===== config.mk =====
export PLATFORM = sky130hd
export DESIGN_NAME = pfs_output_select
export DESIGN_NICKNAME = d
export VERILOG_FILES = /design/src/core/pfs_pkg.sv /design/src/core/pfs_output_select.sv
export VERILOG_INCLUDE_DIRS = /design/src /design/src/core
export SDC_FILE = /design/constraint.sdc
export NUM_CORES = 2
export LEC_CHECK = 0
export ABC_AREA = 1
export BUFFER_PORTS_ARGS = -buffer_cell sky130_fd_sc_hd__buf_4
export CORE_MARGIN = 2
export CORE_UTILIZATION = 40
export DETAILED_ROUTE_END_ITERATION = 7
export PLACE_DENSITY = 0.66
export SLEW_MARGIN = 25
export SYNTH_ARGS = -nofsm -noshare
export SYNTH_HDL_FRONTEND = slang
export SYNTH_SLANG_ARGS = --single-unit

===== constraint.sdc =====
create_clock -name clk -period 6.6 [get_ports clk]
set_input_delay 0.66 -clock clk [delete_from_list [all_inputs] [get_ports clk]]
set_output_delay 0.66 -clock clk [all_outputs]
set_load 0.01 [all_outputs]

===== src/core/pfs_defines.svh =====
// constants for the programmable output function selector
`ifndef PFS_DEFINES_SVH
`define PFS_DEFINES_SVH

// configuration word fields
`define PFS_FUNC_LSB 0
`define PFS_FUNC_MSB 4
`define PFS_BIT_ALT1 14
`define PFS_BIT_ALT2 15

// clock and time base
`define PFS_CLK_NS 10
`define PFS_US_NS 1000
`define PFS_MS_NS 1000000
`define PFS_US_CYCLES (`PFS_US_NS / `PFS_CLK_NS)
`define PFS_MS_CYCLES (`PFS_MS_NS / `PFS_CLK_NS)

// phase angle arithmetic
`define PFS_DEG_FULL 10'h168
`define PFS_DEG_HALF 10'h0b4

// reset values
`define PFS_OUT_RST 1'b0
`define PFS_CLR_RST 32'h0000_0000

`endif


===== src/core/pfs_pkg.sv =====
// types shared by the output function selector
package pfs_pkg;

    typedef enum logic [4:0] {
        FN_EVENT    = 5'h00,
        FN_LATCHED  = 5'h01,
        FN_MANUAL   = 5'h02,
        FN_TRAJ     = 5'h03,
        FN_WINDOW   = 5'h04,
        FN_CROSS_UP = 5'h05,
        FN_CROSS_DN = 5'h06,
        FN_CROSS_ANY= 5'h07,
        FN_PHASE    = 5'h08,
        FN_TABLE    = 5'h09,
        FN_REGEN    = 5'h0a,
        FN_SYNC     = 5'h0b,
        FN_FRAME    = 5'h0c,
        FN_CAPTURE  = 5'h0d,
        FN_COMPARE  = 5'h10,
        FN_EVT_MAN  = 5'h11,
        FN_BRAKE    = 5'h12
    } pfs_func_e;

    typedef enum logic [1:0] {
        BRK_IDLE = 2'b00,
        BRK_HOLD = 2'b01,
        BRK_PWM  = 2'b10
    } pfs_brake_e;

endpackage


===== src/core/pfs_output_select.sv =====
// programmable output function selector for one digital output
//
// Notes on behaviour
// code 5: rising crossing of words 2-3 threshold, hold for words 4-5 ms
// position functions use commanded position if bit 14 set, else actual
// code 0 follows selected event bits, code 2 follows manual output bit
// code 7: like code 5 but crossing in either direction triggers
// code 8: active while phase angle plus offset lies in 0 to 180 degrees
// phase offset comes from extra word 1, in degrees
// code 9: pulse whenever position crosses any of the first tblCount entries of the position table
// code 10: output switches the external regen resistor
// code 11: pulse output on every fieldbus sync event
// code 12: active while a fieldbus frame is being received
// code 13: active from capture status bits selected by words 2-3 mask
// code 13 with bit 14: tracked capture bits cleared when output goes active
// code 13 auto-clear: words 4-5 give pulse length in ms
// code 13 auto-clear with zero length: pulse lasts one servo cycle
// code 16: output follows hardware position compare result
// code 17: selected event bit set gives active unless bit 14 set
// code 17: else manual bit set gives active unless bit 15 set
// code 17: otherwise output active exactly when bit 15 set
// code 18: brake active for delay, then switched with on and off times
// brake switching on-time from word 2 in microseconds
// brake period word 3 us, word 4 reserved, delay word 5 ms
// undefined codes keep the output inactive
`include "pfs_defines.svh"

module pfs_output_select #(
    parameter int MS_CYCLES = `PFS_MS_CYCLES,
    parameter int US_CYCLES = `PFS_US_CYCLES,
    parameter int TBL_DEPTH = 8,
    parameter int TBL_AW = 3
) (
    // clock, reset, enable
    input wire logic clk,
    input wire logic rst,
    input wire logic clkEn,
    // configuration
    input wire logic [15:0] cfgWord,
    input wire logic [15:0] extraWord1,
    input wire logic [15:0] extraWord2,
    input wire logic [15:0] extraWord3,
    input wire logic [15:0] extraWord4,
    input wire logic [15:0] extraWord5,
    // servo timebase and positions
    input wire logic servoTick,
    input wire logic [31:0] cmdPos,
    input wire logic [31:0] actPos,
    input wire logic [8:0] phaseDeg,
    // status sources on this clock
    input wire logic [31:0] eventStatus,
    input wire logic [31:0] latchedStatus,
    input wire logic [31:0] trajStatus,
    input wire logic [31:0] captureStatus,
    input wire logic manualOut,
    input wire logic regenReq,
    input wire logic brakeReq,
    // position table writes
    input wire logic tblWrEn,
    input wire logic [TBL_AW-1:0] tblWrAddr,
    input wire logic [31:0] tblWrData,
    input wire logic [TBL_AW:0] tblCount,
    // asynchronous pins
    input wire logic syncPin,
    input wire logic frameRxPin,
    input wire logic compareHitPin,
    // results
    output logic outActive,
    output logic [31:0] captureClear
);

    ////////////////////////////////////////////////////////////////////////
    // constants and decoded configuration

    localparam logic [31:0] MS_LAST = 32'(MS_CYCLES - 1);
    localparam logic [31:0] US_LAST = 32'(US_CYCLES - 1);

    wire logic [4:0] func = cfgWord[`PFS_FUNC_MSB:`PFS_FUNC_LSB];
    wire logic bit14 = cfgWord[`PFS_BIT_ALT1];
    wire logic bit15 = cfgWord[`PFS_BIT_ALT2];
    wire logic [31:0] words23 = {extraWord3, extraWord2};
    wire logic [31:0] words45 = {extraWord5, extraWord4};

    ////////////////////////////////////////////////////////////////////////
    // pin synchronisers

    logic [2:0] pinMeta_q;
    logic [2:0] pinSync_q;
    logic syncPrev_q;

    always_ff @(posedge clk) begin
        if (rst) begin
            pinMeta_q <= 3'h0;
            pinSync_q <= 3'h0;
            syncPrev_q <= 1'b0;
        end else if (clkEn) begin
            pinMeta_q <= {compareHitPin, frameRxPin, syncPin};
            pinSync_q <= pinMeta_q;
            syncPrev_q <= pinSync_q[0];
        end
    end

    wire logic syncRise = pinSync_q[0] & ~syncPrev_q;

    ////////////////////////////////////////////////////////////////////////
    // microsecond and millisecond ticks

    logic [31:0] usDiv_q;
    logic [31:0] msDiv_q;
    wire logic usTick = (usDiv_q == US_LAST);
    wire logic msTick = (msDiv_q == MS_LAST);

    always_ff @(posedge clk) begin
        if (rst) begin
            usDiv_q <= 32'h0;
            msDiv_q <= 32'h0;
        end else if (clkEn) begin
            usDiv_q <= usTick ? 32'h0 : usDiv_q + 32'h1;
            msDiv_q <= msTick ? 32'h0 : msDiv_q + 32'h1;
        end
    end

    ////////////////////////////////////////////////////////////////////////
    // position selection and crossing detection

    logic [31:0] prevPos_q;
    logic posValid_q;

    wire logic [31:0] curPos = bit14 ? cmdPos : actPos;
    wire logic signed [31:0] posNow = $signed(curPos);
    wire logic signed [31:0] posOld = $signed(prevPos_q);
    wire logic signed [31:0] thr = $signed(words23);
    wire logic crossUp = posValid_q && (posOld < thr) && (posNow >= thr);
    wire logic crossDn = posValid_q && (posOld > thr) && (posNow <= thr);
    wire logic inWindow = (posNow >= thr) && (posNow <= $signed(words45));

    always_ff @(posedge clk) begin
        if (rst) begin
            prevPos_q <= 32'h0;
            posValid_q <= 1'b0;
        end else if (clkEn && servoTick) begin
            prevPos_q <= curPos;
            posValid_q <= 1'b1;
        end
    end

    ////////////////////////////////////////////////////////////////////////
    // position table held in trace memory

    logic [31:0] tblMem_q [TBL_DEPTH];
    logic [TBL_DEPTH-1:0] tblHitVec;

    always_ff @(posedge clk) begin
        if (clkEn && tblWrEn) begin
            tblMem_q[tblWrAddr] <= tblWrData;
        end
    end

    genvar gi;
    generate
        for (gi = 0; gi < TBL_DEPTH; gi++) begin : gTbl
            wire logic signed [31:0] ent = $signed(tblMem_q[gi]);
            wire logic used = (tblCount > (TBL_AW + 1)'(gi));
            assign tblHitVec[gi] = used && posValid_q &&
                (((posOld < ent) && (posNow >= ent)) || ((posOld > ent) && (posNow <= ent)));
        end
    endgenerate

    wire logic tblHit = |tblHitVec;

    ////////////////////////////////////////////////////////////////////////
    // timed pulses for crossings, table and capture

    logic [31:0] pulseMs_q;
    logic servoPulse_q;
    wire logic pulseBusy = servoPulse_q | (pulseMs_q != 32'h0);

    wire logic crossTrig = servoTick && (
        ((func == pfs_pkg::FN_CROSS_UP) && crossUp) ||
        ((func == pfs_pkg::FN_CROSS_DN) && crossDn) ||
        ((func == pfs_pkg::FN_CROSS_ANY) && (crossUp || crossDn)));
    wire logic tblTrig = servoTick && (func == pfs_pkg::FN_TABLE) && tblHit;

    wire logic [31:0] capSel = captureStatus & words23;
    wire logic capAny = |capSel;
    wire logic capAuto = (func == pfs_pkg::FN_CAPTURE) && bit14;
    wire logic capTrig = capAuto && capAny && !pulseBusy && !outActive;

    wire logic lenTrig = crossTrig || capTrig;
    wire logic oneCycTrig = tblTrig || (lenTrig && (words45 == 32'h0));

    always_ff @(posedge clk) begin
        if (rst) begin
            pulseMs_q <= 32'h0;
        end else if (clkEn) begin
            if (lenTrig && (words45 != 32'h0)) begin
                pulseMs_q <= words45;
            end else if (msTick && (pulseMs_q != 32'h0)) begin
                pulseMs_q <= pulseMs_q - 32'h1;
            end
        end
    end

    // a new trigger on the same servo tick wins over the end of the pulse
    always_ff @(posedge clk) begin
        if (rst) begin
            servoPulse_q <= 1'b0;
        end else if (clkEn) begin
            if (oneCycTrig) begin
                servoPulse_q <= 1'b1;
            end else if (servoTick) begin
                servoPulse_q <= 1'b0;
            end
        end
    end

    ////////////////////////////////////////////////////////////////////////
    // capture bit clearing, pulsed as the output goes active

    always_ff @(posedge clk) begin
        if (rst) begin
            captureClear <= `PFS_CLR_RST;
        end else if (clkEn) begin
            captureClear <= capTrig ? capSel : 32'h0;
        end
    end

    ////////////////////////////////////////////////////////////////////////
    // motor phase angle window

    wire logic [15:0] offMod = extraWord1 % 16'h0168;
    wire logic [9:0] phaseSum = {1'b0, phaseDeg} + offMod[9:0];
    wire logic [9:0] phaseWrap = (phaseSum >= `PFS_DEG_FULL) ? phaseSum - `PFS_DEG_FULL : phaseSum;
    wire logic phaseAct = (phaseWrap < `PFS_DEG_HALF);

    ////////////////////////////////////////////////////////////////////////
    // brake with timed switching

    pfs_pkg::pfs_brake_e brkState_q;
    logic [15:0] brkMs_q;
    logic [15:0] brkUs_q;

    wire logic brkSel = (func == pfs_pkg::FN_BRAKE) && brakeReq;
    wire logic brkDelayDone = (brkMs_q == 16'h0);
    wire logic brkPeriodEnd = (brkUs_q >= extraWord3 - 16'h1);
    wire logic brkOn = (brkState_q == pfs_pkg::BRK_HOLD) ||
        ((brkState_q == pfs_pkg::BRK_PWM) && ((brkUs_q < extraWord2) || (extraWord3 == 16'h0)));

    always_ff @(posedge clk) begin
        if (rst) begin
            brkState_q <= pfs_pkg::BRK_IDLE;
            brkMs_q <= 16'h0;
            brkUs_q <= 16'h0;
        end else if (clkEn) begin
            case (brkState_q)
                pfs_pkg::BRK_IDLE: begin
                    brkUs_q <= 16'h0;
                    if (brkSel) begin
                        brkState_q <= pfs_pkg::BRK_HOLD;
                        brkMs_q <= extraWord5;
                    end
                end
                pfs_pkg::BRK_HOLD: begin
                    if (!brkSel) begin
                        brkState_q <= pfs_pkg::BRK_IDLE;
                    end else if (brkDelayDone) begin
                        brkState_q <= pfs_pkg::BRK_PWM;
                    end else if (msTick) begin
                        brkMs_q <= brkMs_q - 16'h1;
                    end
                end
                pfs_pkg::BRK_PWM: begin
                    if (!brkSel) begin
                        brkState_q <= pfs_pkg::BRK_IDLE;
                    end else if (usTick) begin
                        brkUs_q <= brkPeriodEnd ? 16'h0 : brkUs_q + 16'h1;
                    end
                end
                default: begin
                    brkState_q <= pfs_pkg::BRK_IDLE;
                end
            endcase
        end
    end

    ////////////////////////////////////////////////////////////////////////
    // function selection

    wire logic evtAny = |(eventStatus & words23);
    wire logic evtMan = evtAny ? ~bit14 : (manualOut ? ~bit15 : bit15);
    logic outD;

    always_comb begin
        case (func)
            pfs_pkg::FN_EVENT: outD = evtAny;
            pfs_pkg::FN_LATCHED: outD = |(latchedStatus & words23);
            pfs_pkg::FN_MANUAL: outD = manualOut;
            pfs_pkg::FN_TRAJ: outD = |(trajStatus & words23);
            pfs_pkg::FN_WINDOW: outD = inWindow;
            pfs_pkg::FN_CROSS_UP, pfs_pkg::FN_CROSS_DN, pfs_pkg::FN_CROSS_ANY,
            pfs_pkg::FN_TABLE: outD = pulseBusy || oneCycTrig || (lenTrig && words45 != 32'h0);
            pfs_pkg::FN_PHASE: outD = phaseAct;
            pfs_pkg::FN_REGEN: outD = regenReq;
            pfs_pkg::FN_SYNC: outD = syncRise;
            pfs_pkg::FN_FRAME: outD = pinSync_q[1];
            pfs_pkg::FN_CAPTURE: outD = bit14 ? (pulseBusy || capTrig) : capAny;
            pfs_pkg::FN_COMPARE: outD = pinSync_q[2];
            pfs_pkg::FN_EVT_MAN: outD = evtMan;
            pfs_pkg::FN_BRAKE: outD = brkOn;
            default: outD = 1'b0;
        endcase
    end

    always_ff @(posedge clk) begin
        if (rst) begin
            outActive <= `PFS_OUT_RST;
        end else if (clkEn) begin
            outActive <= outD;
        end
    end

endmodule


==> impl_metrics.json <==
{
  "switchingPower_mw": 8.90,
  "met3_usage_pct": 3.39,
  "min_to": "pinMeta_q[1]",
  "cts-root-buf": "clkbuf_16",
  "final_cell_mix": "ha_1, inv_1, nand2_1, buf_4, a21oi_1",
  "routed_wirelength_um": 120000,
  "worstSkewPairLatency_ns": 0.62,
  "power.internal_mw": 12.2,
  "finalClockSkew_ns": 0.0210,
  "ff2ff_setup_slack_ns": 1.76,
  "power_frac_comb_pct": 70.0,
  "cts_buffers": 55,
  "instances_no_fill": 6116,
  "min_path_type": "input port to flop",
  "grtUsageMet1_pct": 32.4,
  "fin_area_mm2": 0.0437,
  "period_share_pct": 105,
  "synth_edf_count": 256,
  "ys_types": 67,
  "grt_pass1_vias": 32590,
  "dp.cells": 5972,
  "grt_start_max_net_pins": 65,
  "reg2reg_depth": 21,
  "overflow": 0,
  "first_pass_iters": 6,
  "hpwl_um": 95000,
  "antenna_found_initial": 6,
  "gr-usage-met2_pct": 42.7,
  "detail_route.wl_per_cell_um": 19.7,
  "fin_nets": 5909,
  "hold_violations": 0,
  "finalSetupViolCount": 1,
  "drtIter0Drc": 2499,
  "slowest_delay_ns": 0.27,
  "hold_path.startpoint": "frameRxPin",
  "period_needed_ns": 6.95,
  "synth_seq_cells": 460,
  "start_util_pct": 40.5,
  "cp.arrival_ns": 7.42,
  "vias": 33592,
  "leakagePower_nw": 20.4,
  "cts.clk_slew.worst_paths_ns": 0.06,
  "slew_headroom_pct": 27.9,
  "synth-async-reset-ratio_pct": 0,
  "crit_start": "extraWord1[11]",
  "syn_area_mm2": 0.0360,
  "clockPowerShare_pct": 15.0,
  "grt_usage_pct": 25.2,
  "chipHeight_um": 304,
  "cts_hold_buf": 0,
  "dpl-instance-area_mm2": 0.0412,
  "die-area_mm2": 0.0923,
  "placementRows": 109,
  "ir_drop_uv": 1650,
  "ys_warn_count": 0,
  "port_buffers": 370,
  "worst_hold_slack_ns": 0.266,
  "viasPerCell": 5.49,
  "reg2reg_from": "pulseMs_q[0]",
  "cp_slowest_cell": "ha_1",
  "violations": "negative setup slack",
  "cts_tree": "built",
  "status": "complete, but fails checks",
  "ioPinCount": 380,
  "final_util_pct": 49.2,
  "final_common_cell": "ha_1",
  "crit_required_ns": 7.07,
  "syn_to_final_growth_pct": 21.5,
  "n_fill_cell": 8469,
  "cts.sinks": 460,
  "path_delay_family": "simple AND/OR/NAND/NOR gates",
  "setup_slack_ns": -0.348,
  "rsz0062_at_grt": "yes",
  "die_w_um": 304,
  "critPathMaxFanout": 6,
  "core-area_mm2": 0.0888,
  "syn_nets": 5381,
  "switching_share_pct": 42.2,
  "powerDensity_mw_per_mm2": 482,
  "seq_power_share_pct": 15.0,
  "startpoint_type": "input port",
  "drive_gt1_share_pct": 16.8,
  "setup.worst_path.end_class": "flop",
  "syn_inst": 4377,
  "r2r_end": "pulseMs_q[24]",
  "worstSetupPathType": "input port to flop",
  "synth.avg_cell_area_um2": 8.22,
  "drcViolationCount": 0,
  "maxCapViolations": 0,
  "cts_buffer_depth": 3,
  "max_freq_mhz": 144,
  "maxSlewViolCount": 0,
  "htree_levels": 2,
  "tightest_slew_ns": 1.07,
  "grt_pass1_wl_um": 182000,
  "yosysSeqAreaShare_pct": 32.7,
  "grt.busiest_layer": "met2",
  "crit_buf_inv": 6,
  "gp_congestion": 0.938,
  "synth_ff_type": "edfxtp_1",
  "hold_depth": 3,
  "ant_nets": 0,
  "crit_top_cell": "nand2_2",
  "p_total_mw": 21.1
}
## worst min-delay path, stage by stage
cell    delay, ns
buf_4        0.08
nor2_1       0.03
nor2_1       0.08
## per-stage QoR
stage                     TNS (ns)  setup slack (ns)
after global routing        -0.852            -0.852
final                       -0.348            -0.348
after CTS                   -0.164            -0.164
after detailed placement     -1.05             -1.05
after floorplan             -0.264            -0.264
after global placement      -0.954            -0.954
## state kept, by name (all words and copies together) (netlist names)
name,flops
posOld,32
posValid_q,1
brkUs_q,16
captureClear,32
servoPulse_q,1
outActive,1
pulseMs_q,32
msDiv_q,32
brkMs_q,16
syncPrev_q,1
usDiv_q,32
tblMem_q,256
brkState_q,2
pinSync_q,3
pinMeta_q,3
## cell type report
type / count / area (µm²) / area share (%)
Sequential cell: 460 / 11800 / 26.9
Multi-Input combinational cell: 3186 / 22000 / 50.2
Clock inverter: 32 / 324 / 0.741
Inverter: 657 / 2470 / 5.66
Clock buffer: 69 / 1550 / 3.55
Antenna cell: 2 / 5.00 / 0.0114
Tap cell: 1165 / 1460 / 3.33
Timing Repair Buffer: 545 / 4170 / 9.53
## Yosys cell counts (5+ instances only)
cell type    n  area share [%]
o21bai_1    10            0.21
nand3_2      7            0.19
edfxtp_1   256              21
dfxtp_1    204              11
o221ai_1    21            0.51
a21oi_1    456             6.3
nor3_1      86             1.2
clkbuf_1    70            0.73
a211oi_1    49             1.0
nor2_1     267             2.8
a221oi_1    23            0.56
nand3_1    149             2.1
inv_1      640             6.7
a21o_1      11            0.23
nand2_1    643             6.7
o21a_1      18            0.38
nand2_4      7            0.22
o22ai_1      6            0.10
or2_2       32            0.56
inv_2       15            0.16
o211ai_1    17            0.35
nor4_1      52            0.90
a31oi_1     26            0.45
nand2_2     28            0.49
nor2_4       5            0.16
o21ai_1      5           0.070
o21ai_0    247             3.4
o2111ai_1   15            0.37
nand3b_1     9            0.19
ha_1       656              23
xnor2_1     17            0.41
nand4_1    145             2.5
nor3b_1     29            0.61
xor2_1      64             1.6
a22o_1      26            0.63
## power by group through the flow
| stage | logic, mW | registers, mW | clock network [mW] |
|---|---|---|---|
| 2_1_floorplan | 6.88 | 3.19 | 0 |
| 3_3_place_gp | 10.6 | 3.21 | 0 |
| 3_5_place_dp | 10.9 | 3.21 | 0 |
| 4_1_cts | 12.9 | 3.15 | 3.21 |
| 5_1_grt | 16.0 | 3.16 | 3.31 |
| 6_report | 14.8 | 3.16 | 3.16 |
## routing by layer
metal,vias up,wire length (µm)
met3,227,8290
met1,15734,51000
met2,1147,55900
met5,-,23
met4,4,4990
li1,16480,-
## kinds of logic (layout without fill, tap and decap cells)
kind of cell | count (synthesis) | after routing | synth area share, %
buffers and inverters | 731 | 1303 | 7.63
multiplexers | 1 | 1 | 0.0278
AO/OA/AOI/OAI | 961 | 961 | 15.5
XOR/XNOR | 82 | 82 | 2.02
AND/OR/NAND/NOR | 1485 | 1485 | 19.2
flip-flops | 460 | 460 | 32.7
adder cells (fa/ha/maj) | 657 | 657 | 22.9
other | 0 | 2 | 0
## worst max-delay path by stage
stage	endpoint	slack (ns)	depth (start not counted)
6_report	outActive	-0.35	64
5_1_grt	outActive	-0.85	63
4_1_cts	outActive	-0.16	66
3_5_place_dp	outActive	-1.05	68
3_3_place_gp	outActive	-0.95	68
2_1_floorplan	outActive	-0.26	67
## timing repair
| item | 4_1_cts | 5_1_grt |
|---|---|---|
| endpoints found under the setup margin | 1 | 1 |
| buffers inserted | 25 | 15 |
| pin swaps | 34 | 44 |
| resized for setup | 23 | 66 |
Note: power is estimated with default switching activity, not from simulation.
